--- src/rtl/gpf_pkg.sv ---
// package: register map, reset values and field positions of the pin flag block
package gpf_pkg;
   // register indices, byte address is four times the index
   localparam logic [7:0] IDX_P0_FLAGS = 8'h89;
   localparam logic [7:0] IDX_P1_FLAGS = 8'h8A;
   localparam logic [7:0] IDX_P2_FLAGS = 8'h8B;
   localparam logic [7:0] IDX_P1_COND  = 8'hF6;
   localparam logic [7:0] IDX_P2_COND  = 8'hF7;
   localparam logic [7:0] IDX_P0_MASK  = 8'h90;
   localparam logic [7:0] IDX_P1_MASK  = 8'h91;
   localparam logic [7:0] IDX_P2_MASK  = 8'h92;
   localparam logic [7:0] IDX_EDGE_SEL = 8'h93;
   // widths of the three ports
   localparam int P0_PINS = 8;
   localparam int P1_PINS = 8;
   localparam int P2_PINS = 5;
   // field positions
   localparam int P1_FLOAT_LO     = 2;  // lowest port 1 pin with a pull
   localparam int P2_PULL_DIR_BIT = 7;
   localparam int P1_PULL_DIR_BIT = 6;
   localparam int P0_PULL_DIR_BIT = 5;
   localparam int P0_RESUME_BIT   = 7;
   localparam int P0_UNUSED_BIT   = 6;
   localparam int EDGE_P0_BIT     = 0;
   localparam int EDGE_P1_BIT     = 1;
   localparam int EDGE_P2_BIT     = 2;
   // reset values
   localparam logic [7:0] RST_BYTE = 8'h00;
   localparam logic [4:0] RST_P2   = 5'h00;
   localparam logic [2:0] RST_EDGE = 3'h0;
endpackage : gpf_pkg

--- src/rtl/gpf_edge_if.sv ---
// interface: pin levels in, edge choice in, edge events out
interface gpf_edge_if #(parameter int W = 8);
   logic [W-1:0] pin;      // sampled pin levels
   logic         falling;  // 1 picks falling edges
   logic [W-1:0] event_p;  // one-cycle edge pulses
   modport ctl (output pin, output falling, input event_p);
   modport det (input pin, input falling, output event_p);
endinterface : gpf_edge_if

--- src/rtl/gpf_edge.sv ---
// module: per-pin edge detector for one port
module gpf_edge #(
   parameter int W = 8
) (
   // clock and reset
   input wire logic pclk,
   input wire logic presetn,
   // port side
   gpf_edge_if.det  port
);
   logic [W-1:0] prev_r;   // last pin levels
   logic [W-1:0] prev_nxt;
   logic         armed_r;  // prev_r holds a real sample
   logic         armed_nxt;

   // next values: no edge until one true sample is held
   always_comb begin
      prev_nxt  = port.pin;
      armed_nxt = 1'b1;
      if (!armed_r) begin
         port.event_p = '0;
      end else if (port.falling) begin
         port.event_p = prev_r & ~port.pin;
      end else begin
         port.event_p = ~prev_r & port.pin;
      end
   end

   // registers only
   always_ff @(posedge pclk or negedge presetn) begin
      if (!presetn) begin
         prev_r  <= '0;
         armed_r <= 1'b0;
      end else begin
         prev_r  <= prev_nxt;
         armed_r <= armed_nxt;
      end
   end
endmodule : gpf_edge

--- src/rtl/gpf_top.sv ---
// module: gpio input conditioning and pin pending flags with apb access
//
// Local design decision: the APB interface to the registers.
module gpf_top #(
   parameter bit HAS_BUS_RESUME = 1'b0  // variant with bus resume flag
) (
   // clock and reset
   input  wire logic        pclk,
   input  wire logic        presetn,
   // apb slave
   input  wire logic        psel,
   input  wire logic        penable,
   input  wire logic        pwrite,
   input  wire logic [11:0] paddr,
   input  wire logic [31:0] pwdata,
   input  wire logic [3:0]  pstrb,
   output logic             pready,
   output logic [31:0]      prdata,
   output logic             pslverr,
   // pin levels, synchronous to pclk
   input  wire logic [7:0]  p0_in,
   input  wire logic [7:0]  p1_in,
   input  wire logic [4:0]  p2_in,
   // port 0 float selects from the neighbouring block
   input  wire logic [7:0]  p0_float_sel,
   // bus resume pulse, used on the resume variant only
   input  wire logic        bus_resume_evt,
   // pad pull controls
   output logic [7:0]       p0_pull_up,
   output logic [7:0]       p0_pull_down,
   output logic [7:0]       p1_pull_up,
   output logic [7:0]       p1_pull_down,
   output logic [4:0]       p2_pull_up,
   output logic [4:0]       p2_pull_down,
   // interrupt
   output logic             irq
);
   // pulled pins get up or down, floating pins get neither
   function automatic logic [7:0] pull_on(input logic [7:0] flt, input logic dir_down,
                                          input logic want_down);
      pull_on = (dir_down == want_down) ? ~flt : 8'h00;
   endfunction : pull_on

   // a mapped index is one of the nine registers
   function automatic logic is_mapped(input logic [11:0] a);
      logic [7:0] i;
      i = a[9:2];
      is_mapped = (a[11:10] == 2'b00) && (a[1:0] == 2'b00) &&
                  (i == gpf_pkg::IDX_P0_FLAGS || i == gpf_pkg::IDX_P1_FLAGS ||
                   i == gpf_pkg::IDX_P2_FLAGS || i == gpf_pkg::IDX_P1_COND  ||
                   i == gpf_pkg::IDX_P2_COND  || i == gpf_pkg::IDX_P0_MASK  ||
                   i == gpf_pkg::IDX_P1_MASK  || i == gpf_pkg::IDX_P2_MASK  ||
                   i == gpf_pkg::IDX_EDGE_SEL);
   endfunction : is_mapped

   // control registers
   logic [7:0] p1_cond_r;    // float selects and zeros below
   logic [7:0] p1_cond_nxt;
   logic [7:0] p2_cond_r;    // pull directions and port 2 floats
   logic [7:0] p2_cond_nxt;
   logic [2:0] edge_r;       // per-port falling select
   logic [2:0] edge_nxt;
   logic [7:0] mask0_r;      // interrupt masks, 1 passes
   logic [7:0] mask0_nxt;
   logic [7:0] mask1_r;
   logic [7:0] mask1_nxt;
   logic [4:0] mask2_r;
   logic [4:0] mask2_nxt;
   // pending flags
   logic [7:0] p0f_r;
   logic [7:0] p0f_nxt;
   logic [7:0] p1f_r;
   logic [7:0] p1f_nxt;
   logic [4:0] p2f_r;
   logic [4:0] p2f_nxt;
   // bus answer
   logic [7:0] rd_r;
   logic [7:0] rd_nxt;
   logic       err_r;
   logic       err_nxt;
   // pads
   logic [7:0] p0_pu_nxt;
   logic [7:0] p0_pd_nxt;
   logic [7:0] p1_pu_nxt;
   logic [7:0] p1_pd_nxt;
   logic [4:0] p2_pu_nxt;
   logic [4:0] p2_pd_nxt;
   logic       irq_nxt;
   // decode
   logic [7:0] idx;          // word index of the address
   logic       wr_acc;       // write taking effect this edge
   logic [7:0] wbyte;        // low byte of write data
   logic [7:0] set0;         // port 0 flag set terms
   logic [7:0] ev0;          // edge events per port
   logic [7:0] ev1;
   logic [4:0] ev2;

   // edge detectors, one per port
   gpf_edge_if #(.W(8)) e0_if ();
   gpf_edge_if #(.W(8)) e1_if ();
   gpf_edge_if #(.W(5)) e2_if ();

   assign e0_if.pin     = p0_in;
   assign e1_if.pin     = p1_in;
   assign e2_if.pin     = p2_in;
   assign e0_if.falling = edge_r[gpf_pkg::EDGE_P0_BIT];
   assign e1_if.falling = edge_r[gpf_pkg::EDGE_P1_BIT];
   assign e2_if.falling = edge_r[gpf_pkg::EDGE_P2_BIT];
   assign ev0           = e0_if.event_p;
   assign ev1           = e1_if.event_p;
   assign ev2           = e2_if.event_p;

   gpf_edge #(.W(8)) u_e0 (.pclk(pclk), .presetn(presetn), .port(e0_if.det));
   gpf_edge #(.W(8)) u_e1 (.pclk(pclk), .presetn(presetn), .port(e1_if.det));
   gpf_edge #(.W(5)) u_e2 (.pclk(pclk), .presetn(presetn), .port(e2_if.det));

   // apb always answers in one access cycle
   assign pready = 1'b1;
   assign prdata = {24'h00_0000, rd_r};
   assign pslverr = err_r;
   assign idx    = paddr[9:2];
   assign wbyte  = pwdata[7:0];
   // only the low byte lane holds data; a write without it is dropped
   assign wr_acc = psel && penable && pwrite && pstrb[0] && is_mapped(paddr);

   // port 0 set terms: resume variant repurposes the top two bits
   always_comb begin
      set0 = ev0;
      if (HAS_BUS_RESUME) begin
         set0[gpf_pkg::P0_RESUME_BIT] = bus_resume_evt;
         set0[gpf_pkg::P0_UNUSED_BIT] = 1'b0;
      end
   end

   // next values of control registers
   always_comb begin
      p1_cond_nxt = p1_cond_r;
      p2_cond_nxt = p2_cond_r;
      edge_nxt    = edge_r;
      mask0_nxt   = mask0_r;
      mask1_nxt   = mask1_r;
      mask2_nxt   = mask2_r;
      if (wr_acc) begin
         case (idx)
            gpf_pkg::IDX_P1_COND: begin
               p1_cond_nxt = {wbyte[7:2], 2'b00};
            end
            gpf_pkg::IDX_P2_COND: begin
               p2_cond_nxt = wbyte;
            end
            gpf_pkg::IDX_EDGE_SEL: begin
               edge_nxt = wbyte[2:0];
            end
            gpf_pkg::IDX_P0_MASK: begin
               mask0_nxt = wbyte;
            end
            gpf_pkg::IDX_P1_MASK: begin
               mask1_nxt = wbyte;
            end
            gpf_pkg::IDX_P2_MASK: begin
               mask2_nxt = wbyte[4:0];
            end
            default: begin
               // flag registers handled below
            end
         endcase
      end
   end

   // next flags: a set in the clearing cycle wins over the clear
   always_comb begin
      p0f_nxt = p0f_r | set0;
      p1f_nxt = p1f_r | ev1;
      p2f_nxt = p2f_r | ev2;
      if (wr_acc && idx == gpf_pkg::IDX_P0_FLAGS) begin
         p0f_nxt = (p0f_r & wbyte) | set0;
      end
      if (wr_acc && idx == gpf_pkg::IDX_P1_FLAGS) begin
         p1f_nxt = (p1f_r & wbyte) | ev1;
      end
      if (wr_acc && idx == gpf_pkg::IDX_P2_FLAGS) begin
         p2f_nxt = (p2f_r & wbyte[4:0]) | ev2;
      end
   end

   // read data caught in the setup cycle, shown in the access cycle
   always_comb begin
      rd_nxt  = rd_r;
      err_nxt = err_r;
      if (psel && !penable) begin
         rd_nxt  = 8'h00;
         err_nxt = !is_mapped(paddr);
         case (idx)
            gpf_pkg::IDX_P0_FLAGS: rd_nxt = p0f_r;
            gpf_pkg::IDX_P1_FLAGS: rd_nxt = p1f_r;
            gpf_pkg::IDX_P2_FLAGS: rd_nxt = {3'b000, p2f_r};
            gpf_pkg::IDX_P1_COND:  rd_nxt = p1_cond_r;
            gpf_pkg::IDX_P2_COND:  rd_nxt = p2_cond_r;
            gpf_pkg::IDX_P0_MASK:  rd_nxt = mask0_r;
            gpf_pkg::IDX_P1_MASK:  rd_nxt = mask1_r;
            gpf_pkg::IDX_P2_MASK:  rd_nxt = {3'b000, mask2_r};
            gpf_pkg::IDX_EDGE_SEL: rd_nxt = {5'b00000, edge_r};
            default:               rd_nxt = 8'h00;
         endcase
         // misaligned or out-of-range addresses read zero
         if (err_nxt) begin
            rd_nxt = 8'h00;
         end
      end
   end

   // pad pulls from float selects and the per-port direction bits
   always_comb begin
      p0_pu_nxt = pull_on(p0_float_sel, p2_cond_r[gpf_pkg::P0_PULL_DIR_BIT], 1'b0);
      p0_pd_nxt = pull_on(p0_float_sel, p2_cond_r[gpf_pkg::P0_PULL_DIR_BIT], 1'b1);
      // pins 1 and 0 have no pull hardware at all
      p1_pu_nxt = pull_on(p1_cond_r, p2_cond_r[gpf_pkg::P1_PULL_DIR_BIT], 1'b0)
                  & 8'hFC;
      p1_pd_nxt = pull_on(p1_cond_r, p2_cond_r[gpf_pkg::P1_PULL_DIR_BIT], 1'b1)
                  & 8'hFC;
      p2_pu_nxt = 5'(pull_on({3'b111, p2_cond_r[4:0]},
                             p2_cond_r[gpf_pkg::P2_PULL_DIR_BIT], 1'b0));
      p2_pd_nxt = 5'(pull_on({3'b111, p2_cond_r[4:0]},
                             p2_cond_r[gpf_pkg::P2_PULL_DIR_BIT], 1'b1));
      // next masks too, so a mask write and the line move on the same edge
      irq_nxt   = |(p0f_nxt & mask0_nxt) || |(p1f_nxt & mask1_nxt) || |(p2f_nxt & mask2_nxt);
   end

   // registers only
   always_ff @(posedge pclk or negedge presetn) begin
      if (!presetn) begin
         p1_cond_r    <= gpf_pkg::RST_BYTE;
         p2_cond_r    <= gpf_pkg::RST_BYTE;
         edge_r       <= gpf_pkg::RST_EDGE;
         mask0_r      <= gpf_pkg::RST_BYTE;
         mask1_r      <= gpf_pkg::RST_BYTE;
         mask2_r      <= gpf_pkg::RST_P2;
         p0f_r        <= gpf_pkg::RST_BYTE;
         p1f_r        <= gpf_pkg::RST_BYTE;
         p2f_r        <= gpf_pkg::RST_P2;
         rd_r         <= gpf_pkg::RST_BYTE;
         err_r        <= 1'b0;
         p0_pull_up   <= gpf_pkg::RST_BYTE;
         p0_pull_down <= gpf_pkg::RST_BYTE;
         p1_pull_up   <= gpf_pkg::RST_BYTE;
         p1_pull_down <= gpf_pkg::RST_BYTE;
         p2_pull_up   <= gpf_pkg::RST_P2;
         p2_pull_down <= gpf_pkg::RST_P2;
         irq          <= 1'b0;
      end else begin
         p1_cond_r    <= p1_cond_nxt;
         p2_cond_r    <= p2_cond_nxt;
         edge_r       <= edge_nxt;
         mask0_r      <= mask0_nxt;
         mask1_r      <= mask1_nxt;
         mask2_r      <= mask2_nxt;
         p0f_r        <= p0f_nxt;
         p1f_r        <= p1f_nxt;
         p2f_r        <= p2f_nxt;
         rd_r         <= rd_nxt;
         err_r        <= err_nxt;
         p0_pull_up   <= p0_pu_nxt;
         p0_pull_down <= p0_pd_nxt;
         p1_pull_up   <= p1_pu_nxt;
         p1_pull_down <= p1_pd_nxt;
         p2_pull_up   <= p2_pu_nxt;
         p2_pull_down <= p2_pd_nxt;
         irq          <= irq_nxt;
      end
   end
endmodule : gpf_top

--- config.mk ---
export PLATFORM = sky130hd
export DESIGN_NAME = gpf_top
export DESIGN_NICKNAME = d
export VERILOG_FILES = /design/src/rtl/gpf_pkg.sv /design/src/rtl/gpf_edge_if.sv /design/src/rtl/gpf_edge.sv /design/src/rtl/gpf_top.sv
export SDC_FILE = /design/constraint.sdc
export NUM_CORES = 1
export LEC_CHECK = 0
export ABC_AREA = 0
export ABC_CLOCK_PERIOD_IN_PS = 3300
export BUFFER_PORTS_ARGS = -buffer_cell sky130_fd_sc_hd__buf_2
export CAP_MARGIN = 25
export CORE_ASPECT_RATIO = 1.4
export CORE_MARGIN = 3
export CORE_UTILIZATION = 56
export DETAILED_ROUTE_END_ITERATION = 10
export PLACE_DENSITY = 0.95
export REMOVE_ABC_BUFFERS = 1
export SYNTH_ARGS = -nofsm -noshare
export SYNTH_HDL_FRONTEND = slang
export SYNTH_SLANG_ARGS = --single-unit
--- constraint.sdc ---
create_clock -name pclk -period 3.3 [get_ports pclk]
set_input_delay 0.165 -clock pclk [delete_from_list [all_inputs] [get_ports pclk]]
set_output_delay 0.165 -clock pclk [all_outputs]
set_load 0.02 [all_outputs]
==> results.json, run 1 <==
{
  "path_class": "input port to register",
  "r2r_cells": 7,
  "postSynthCellCount": 557,
  "ioPinCount": 160,
  "nNetsFinal": 784,
  "die_y_um": 127,
  "clock_sinks": 129,
  "die_area_um2": 11700,
  "ys_seq_area_share_pct": 55.5,
  "area_growth_pct": 25.6,
  "grt_pass1_vias": 5037,
  "portBuffers": 102,
  "worstHoldStart": "pwdata[5]",
  "route.vias.total": 4927,
  "initial_core_util_pct": 58.2,
  "antenna_left": 0,
  "maxCapViolCount": 0,
  "reg2reg_to": "irq",
  "post_synth.cell_area_avg_um2": 10.4,
  "place_ws_ns": 0.279,
  "grt_pass1_wl_um": 25800,
  "crit_path_max_fanout": 5,
  "status": "complete, no violations",
  "powerDensity_nw_per_um2": 508,
  "critPathCaptureType": "register",
  "fmax_ghz": 0.366,
  "p_int_w": 0.00276,
  "drt_iter0_markers": 413,
  "final_common_cell": "dfrtp_1",
  "final.period_utilization_pct": 82.8,
  "cts-root-buf": "clkbuf_16",
  "p_comb_share_pct": 6.1,
  "setup_tns_ns": 0,
  "p_sw_w": 0.000957,
  "min_period_ns": 2.73,
  "gr-total-overflow": 0,
  "startpoint_type": "input port",
  "clock_skew_ns": 0.0142,
  "grt_antenna_before_repair": 0,
  "cts_resized": 0,
  "critical_path_arrival_ns": 2.99,
  "synth_edf_count": 0,
  "tritoncts": "done",
  "worst_pin_slew_ns": 0.887,
  "finalHoldViolations": 0,
  "power_frac_seq_pct": 43.5,
  "synth_area_um2": 5820,
  "switching_share_pct": 25.8,
  "setup_viol": 0,
  "synthArstFlopShare_pct": 100,
  "worstSkewPairLatency_ns": 0.43,
  "diodes": 0,
  "whs_endpoint": "p1_cond_r[5]",
  "critPathRequiredTime_ns": 3.56,
  "holdPathStages": 2,
  "cts_buffers": 17,
  "netlist.area_leader.share_pct": 55.5,
  "cts_setup_buffers": 0,
  "viasPerCell": 5.80,
  "yosysTopAreaCell": "dfrtp_1",
  "synth_ff_type": "dfrtp_1",
  "grt_max_degree": 72,
  "r2r_start": "edge_r[1]",
  "cts_buffer_depth": 2,
  "wl_per_cell_um": 19.3,
  "gp_congestion": 0.974,
  "p_clk_share_pct": 50.4,
  "clk_pin_slew_worst_paths_ns": 0.07,
  "die_w_um": 92.2,
  "power.leakage_nw": 3.43,
  "ys_warn_count": 0,
  "drv_slew": 0,
  "synth_cell_types": 56,
  "final_cell_mix": "dfrtp_1 (129), buf_2 (101), nand2_1 (85), o21ai_0 (53), nor2_1 (42)",
  "hp-class": "input port to register",
  "holdBufCountCts": 30,
  "yosys-top-cells-area": "dfrtp_1 (55%), mux2_2 (6.2%), nand2_1 (5.5%)",
  "ir_worst_vdd_mv": 0.390,
  "wirelength_um": 16300,
  "coreArea_um2": 10000,
  "firstDrtPassIters": 6,
  "rsz0062_at_grt": "false",
  "dp_hpwl_um": 11100,
  "drc": 0,
  "setup_ws_ns": 0.568,
  "r2r_setup_slack_ns": 0.84,
  "slew_headroom_pct": 40.9,
  "drive_gt1_share_pct": 26.6,
  "h-tree-depth": 4,
  "ys_seq_elements": 129,
  "finalPower_w": 0.00371,
  "rows": 43,
  "grt.total_usage_pct": 29.0
}
critical path: stages:
cell and delay [ns]:
buf_2 0.11, or4_1 0.66, nor4_4 0.50, mux2_2 0.42, a21boi_1 0.14, a2111o_1 0.41, nor4_1 0.43, nand4_1 0.15
through the flow:
stage	cells	hold slack [ns]	util, %	instance area (µm²)
6_report	849	0.0726	73.1	7310
5_1_grt	849	0.0700	73.1	7310
4_1_cts	849	0.0573	73.1	7310
3_5_place_dp	787	0.300	64.2	6420
3_3_place_gp	787	0.296	64.2	6420
2_1_floorplan	533	-0.131	-	5610
cell usage after synthesis, types with 3 or more instances:
cell      count
o21ai_0      53
a221oi_1      4
dfrtp_1     129
nand4_1       8
inv_1         7
nand3_1      12
nor3b_1      12
nand2b_1      6
mux2_2       32
nand2_1      85
a21boi_1      4
nor3_1        8
nor2b_1      21
a222oi_1      3
o22ai_1       6
a21boi_0      5
nor2_1       42
and3b_1       4
buf_2         3
mux2i_1       4
a22o_1        4
o31ai_1       4
clkbuf_1     16
a21oi_1       7
a22oi_1      10
buf_4        29
buf_1         3
layout make-up:
| class | instances | area (µm²) |
|---|---|---|
| clock buffer | 17 | 425 |
| timing repair buffer | 149 | 941 |
| sequential | 129 | 3230 |
| fill | 701 | 2700 |
| clock inverter | 15 | 166 |
| multi-input combinational | 397 | 2360 |
| inverter | 7 | 26.3 |
| tap | 135 | 169 |
per-layer routing:
metal	share of wire [%]	vias to the layer above	global-route usage (%)
met1	36	2401	31.7
met5	0	-	0
met4	5.5	0	18.3
met3	6.2	67	6.64
li1	-	2193	-
met2	52	266	50.4
worst max-delay path by stage:
stage                         start  end  slack, ns  cells after the start
final                     paddr[11]  irq       0.57                      8
after floorplan            paddr[4]  irq       0.53                      7
after global routing      paddr[11]  irq       0.51                      8
after detailed placement  paddr[11]  irq       0.28                      8
after CTS                 paddr[11]  irq       0.61                      8
after global placement    paddr[11]  irq       0.32                      8
kinds of logic after synthesis:
group / Yosys count / synth area share, %
AO/OA/AOI/OAI: 111 / 12.1
buffers and inverters: 59 / 5.87
flip-flops: 129 / 55.5
multiplexers: 38 / 7.52
other: 2 / 0.129
AND/OR/NAND/NOR: 218 / 18.9
power by group through the flow:
stage	Clock, W	Combinational [W]	Sequential [W]
floorplan	0	0.0000700	0.00165
global placement	0	0.000187	0.00164
detailed placement	0	0.000194	0.00164
CTS	0.00188	0.000223	0.00161
global route	0.00197	0.000247	0.00162
finish	0.00187	0.000225	0.00161
Note: power is estimated with default switching activity, not from simulation.
==> run 2, diff against run 1 <==
- ABC_CLOCK_PERIOD_IN_PS: 3300 -> 2800
- CORE_UTILIZATION: 56 -> 52
- PLACE_DENSITY: 0.95 -> 0.89
- clock period: 3.3 -> 2.8 ns (I/O delays scaled with it)
==> run 2 against run 1 <==
- first-iteration DRC count is 21% lower
- cell area is 2.2% higher
- largest power group unchanged
- combinational power is 23% higher
- cell count is 3.2% higher
- register-to-register slack worse by 0.36 ns
- setup slack worse by 0.23 ns
- global-route usage is 2.6 points lower
==> results.json, run 2 (synthesized netlist as in run 1, its figures left out) <==
{
  "fmax_ghz": 0.405,
  "final_cell_mix": "dfrtp_1 (129), buf_2 (101), nand2_1 (85), o21ai_0 (53), nor2_1 (42)",
  "diodes": 0,
  "cts-root-buf": "clkbuf_16",
  "finalHoldViolations": 0,
  "rsz0062_at_grt": "false",
  "status": "complete, no violations",
  "cts_buffers": 17,
  "place_ws_ns": -0.0991,
  "cts_resized": 0,
  "area_growth_pct": 28.4,
  "p_int_w": 0.00316,
  "whs_ns": 0.0497,
  "route.vias.total": 4931,
  "die_area_um2": 12500,
  "grt.total_usage_pct": 26.4,
  "path_class": "input port to register",
  "p_comb_share_pct": 6.5,
  "grt_max_degree": 57,
  "antenna_left": 0,
  "switching_share_pct": 25.9,
  "ir_worst_vdd_mv": 0.422,
  "critPathCaptureType": "register",
  "portBuffers": 102,
  "cts_buffer_depth": 2,
  "setup_tns_ns": 0,
  "critPathRequiredTime_ns": 3.08,
  "worstSkewPairLatency_ns": 0.42,
  "viasPerCell": 5.63,
  "maxCapViolCount": 0,
  "drc": 0,
  "coreArea_um2": 10900,
  "p_clk_share_pct": 49.0,
  "fin_util_pct": 68.8,
  "clock_skew_ns": 0.00880,
  "gr-total-overflow": 0,
  "clk_pin_slew_worst_paths_ns": 0.06,
  "h-tree-depth": 4,
  "setup_ws_ns": 0.333,
  "crit_path_max_fanout": 4,
  "min_period_ns": 2.47,
  "final_common_cell": "dfrtp_1",
  "drive_gt1_share_pct": 28.7,
  "critical_path_arrival_ns": 2.75,
  "firstDrtPassIters": 5,
  "drt_iter0_markers": 326,
  "grt_pass1_vias": 4935,
  "initial_core_util_pct": 53.6,
  "ioPinCount": 160,
  "nFillCells": 807,
  "wirelength_um": 15800,
  "worst_pin_slew_ns": 0.736,
  "p_sw_w": 0.00110,
  "hp-class": "input port to register",
  "tritoncts": "done",
  "die_w_um": 95.4,
  "powerDensity_nw_per_um2": 571,
  "finalPower_w": 0.00427,
  "grt_antenna_before_repair": 0,
  "gp_congestion": 0.941,
  "setup_viol": 0,
  "slew_headroom_pct": 50.9,
  "power.leakage_nw": 3.52,
  "dp_hpwl_um": 11600,
  "clock_sinks": 129,
  "startpoint_type": "input port",
  "wl_per_cell_um": 18.0,
  "rows": 45,
  "power_frac_seq_pct": 44.6,
  "final.period_utilization_pct": 88.1,
  "drv_slew": 0,
  "nNetsFinal": 805,
  "cts_setup_buffers": 0,
  "die_y_um": 131,
  "grt_pass1_wl_um": 25100
}
-- run 2: cell types whose count changed in the layout (fill, tap and decap cells not counted), sizes merged --
| cell | previous run | this run |
|---|---|---|
| clkinv | 2 | 0 |
| buf | 119 | 140 |
| clkinvlp | 1 | 4 |
| bufinv | 1 | 0 |
-- run 2: worst max-delay path: stages --
cell      delay, ns
buf_2          0.11
or4b_1         0.63
nor4_4         0.30
buf_4          0.18
mux2_2         0.35
a21boi_1       0.13
a2111o_1       0.41
nor4_1         0.28
buf_4          0.16
nand4_1        0.07
-- run 2: worst paths after layout --
path	start	end	slack (ns)	cells past startpoint
max	paddr[4]	irq	0.33	10
min	pwdata[6]	p2_cond_r[6]	0.05	2
max reg2reg	edge_r[2]	irq	0.48	8
min reg2reg	p1_cond_r[2]	p1_pull_up[2]	0.48	1
max in group asynchronous	presetn	p1_cond_r[7]	1.69	3
min in group asynchronous	presetn	p2_pull_down[0]	0.33	2
-- run 2: metal layers --
layer | GRT usage, % | routed length [µm] | vias to the layer above
met3 | 4.81 | 1080 | 47
met2 | 44.8 | 8100 | 258
met1 | 31.7 | 6010 | 2395
met4 | 12.5 | 561 | 0
met5 | 0 | 0 | -
li1 | - | - | 2231
-- run 2: area by class of cell --
| cell class | count | area, µm² | area share, % |
|---|---|---|---|
| clock buffers | 17 | 425 | 5.69 |
| multi-input cells | 397 | 2360 | 31.5 |
| inverters | 7 | 26.3 | 0.352 |
| clock inverters | 15 | 139 | 1.86 |
| well taps | 141 | 176 | 2.36 |
| flip-flops and latches | 129 | 3230 | 43.2 |
| repair buffers | 170 | 1120 | 15.0 |
-- run 2: what timing repair did --
item / CTS / global route
endpoints found under the setup margin: 0 / 0
hold buffers: 30 / 0
hold endpoints to repair: 91 / 0
-- run 2: power groups by stage --
stage	Combinational (W)	Sequential, W	Clock [W]
after floorplan	0.0000825	0.00194	0
after global placement	0.000235	0.00193	0
after detailed placement	0.000242	0.00194	0
after CTS	0.000276	0.00190	0.00211
after global routing	0.000305	0.00190	0.00221
final	0.000276	0.00190	0.00209
-- run 2: through the flow --
stage               std cells  instance area [µm²]
finish                    876                 7470
global route              876                 7470
CTS                       876                 7470
detailed placement        814                 6610
global placement          814                 6610
floorplan                 533                 5610
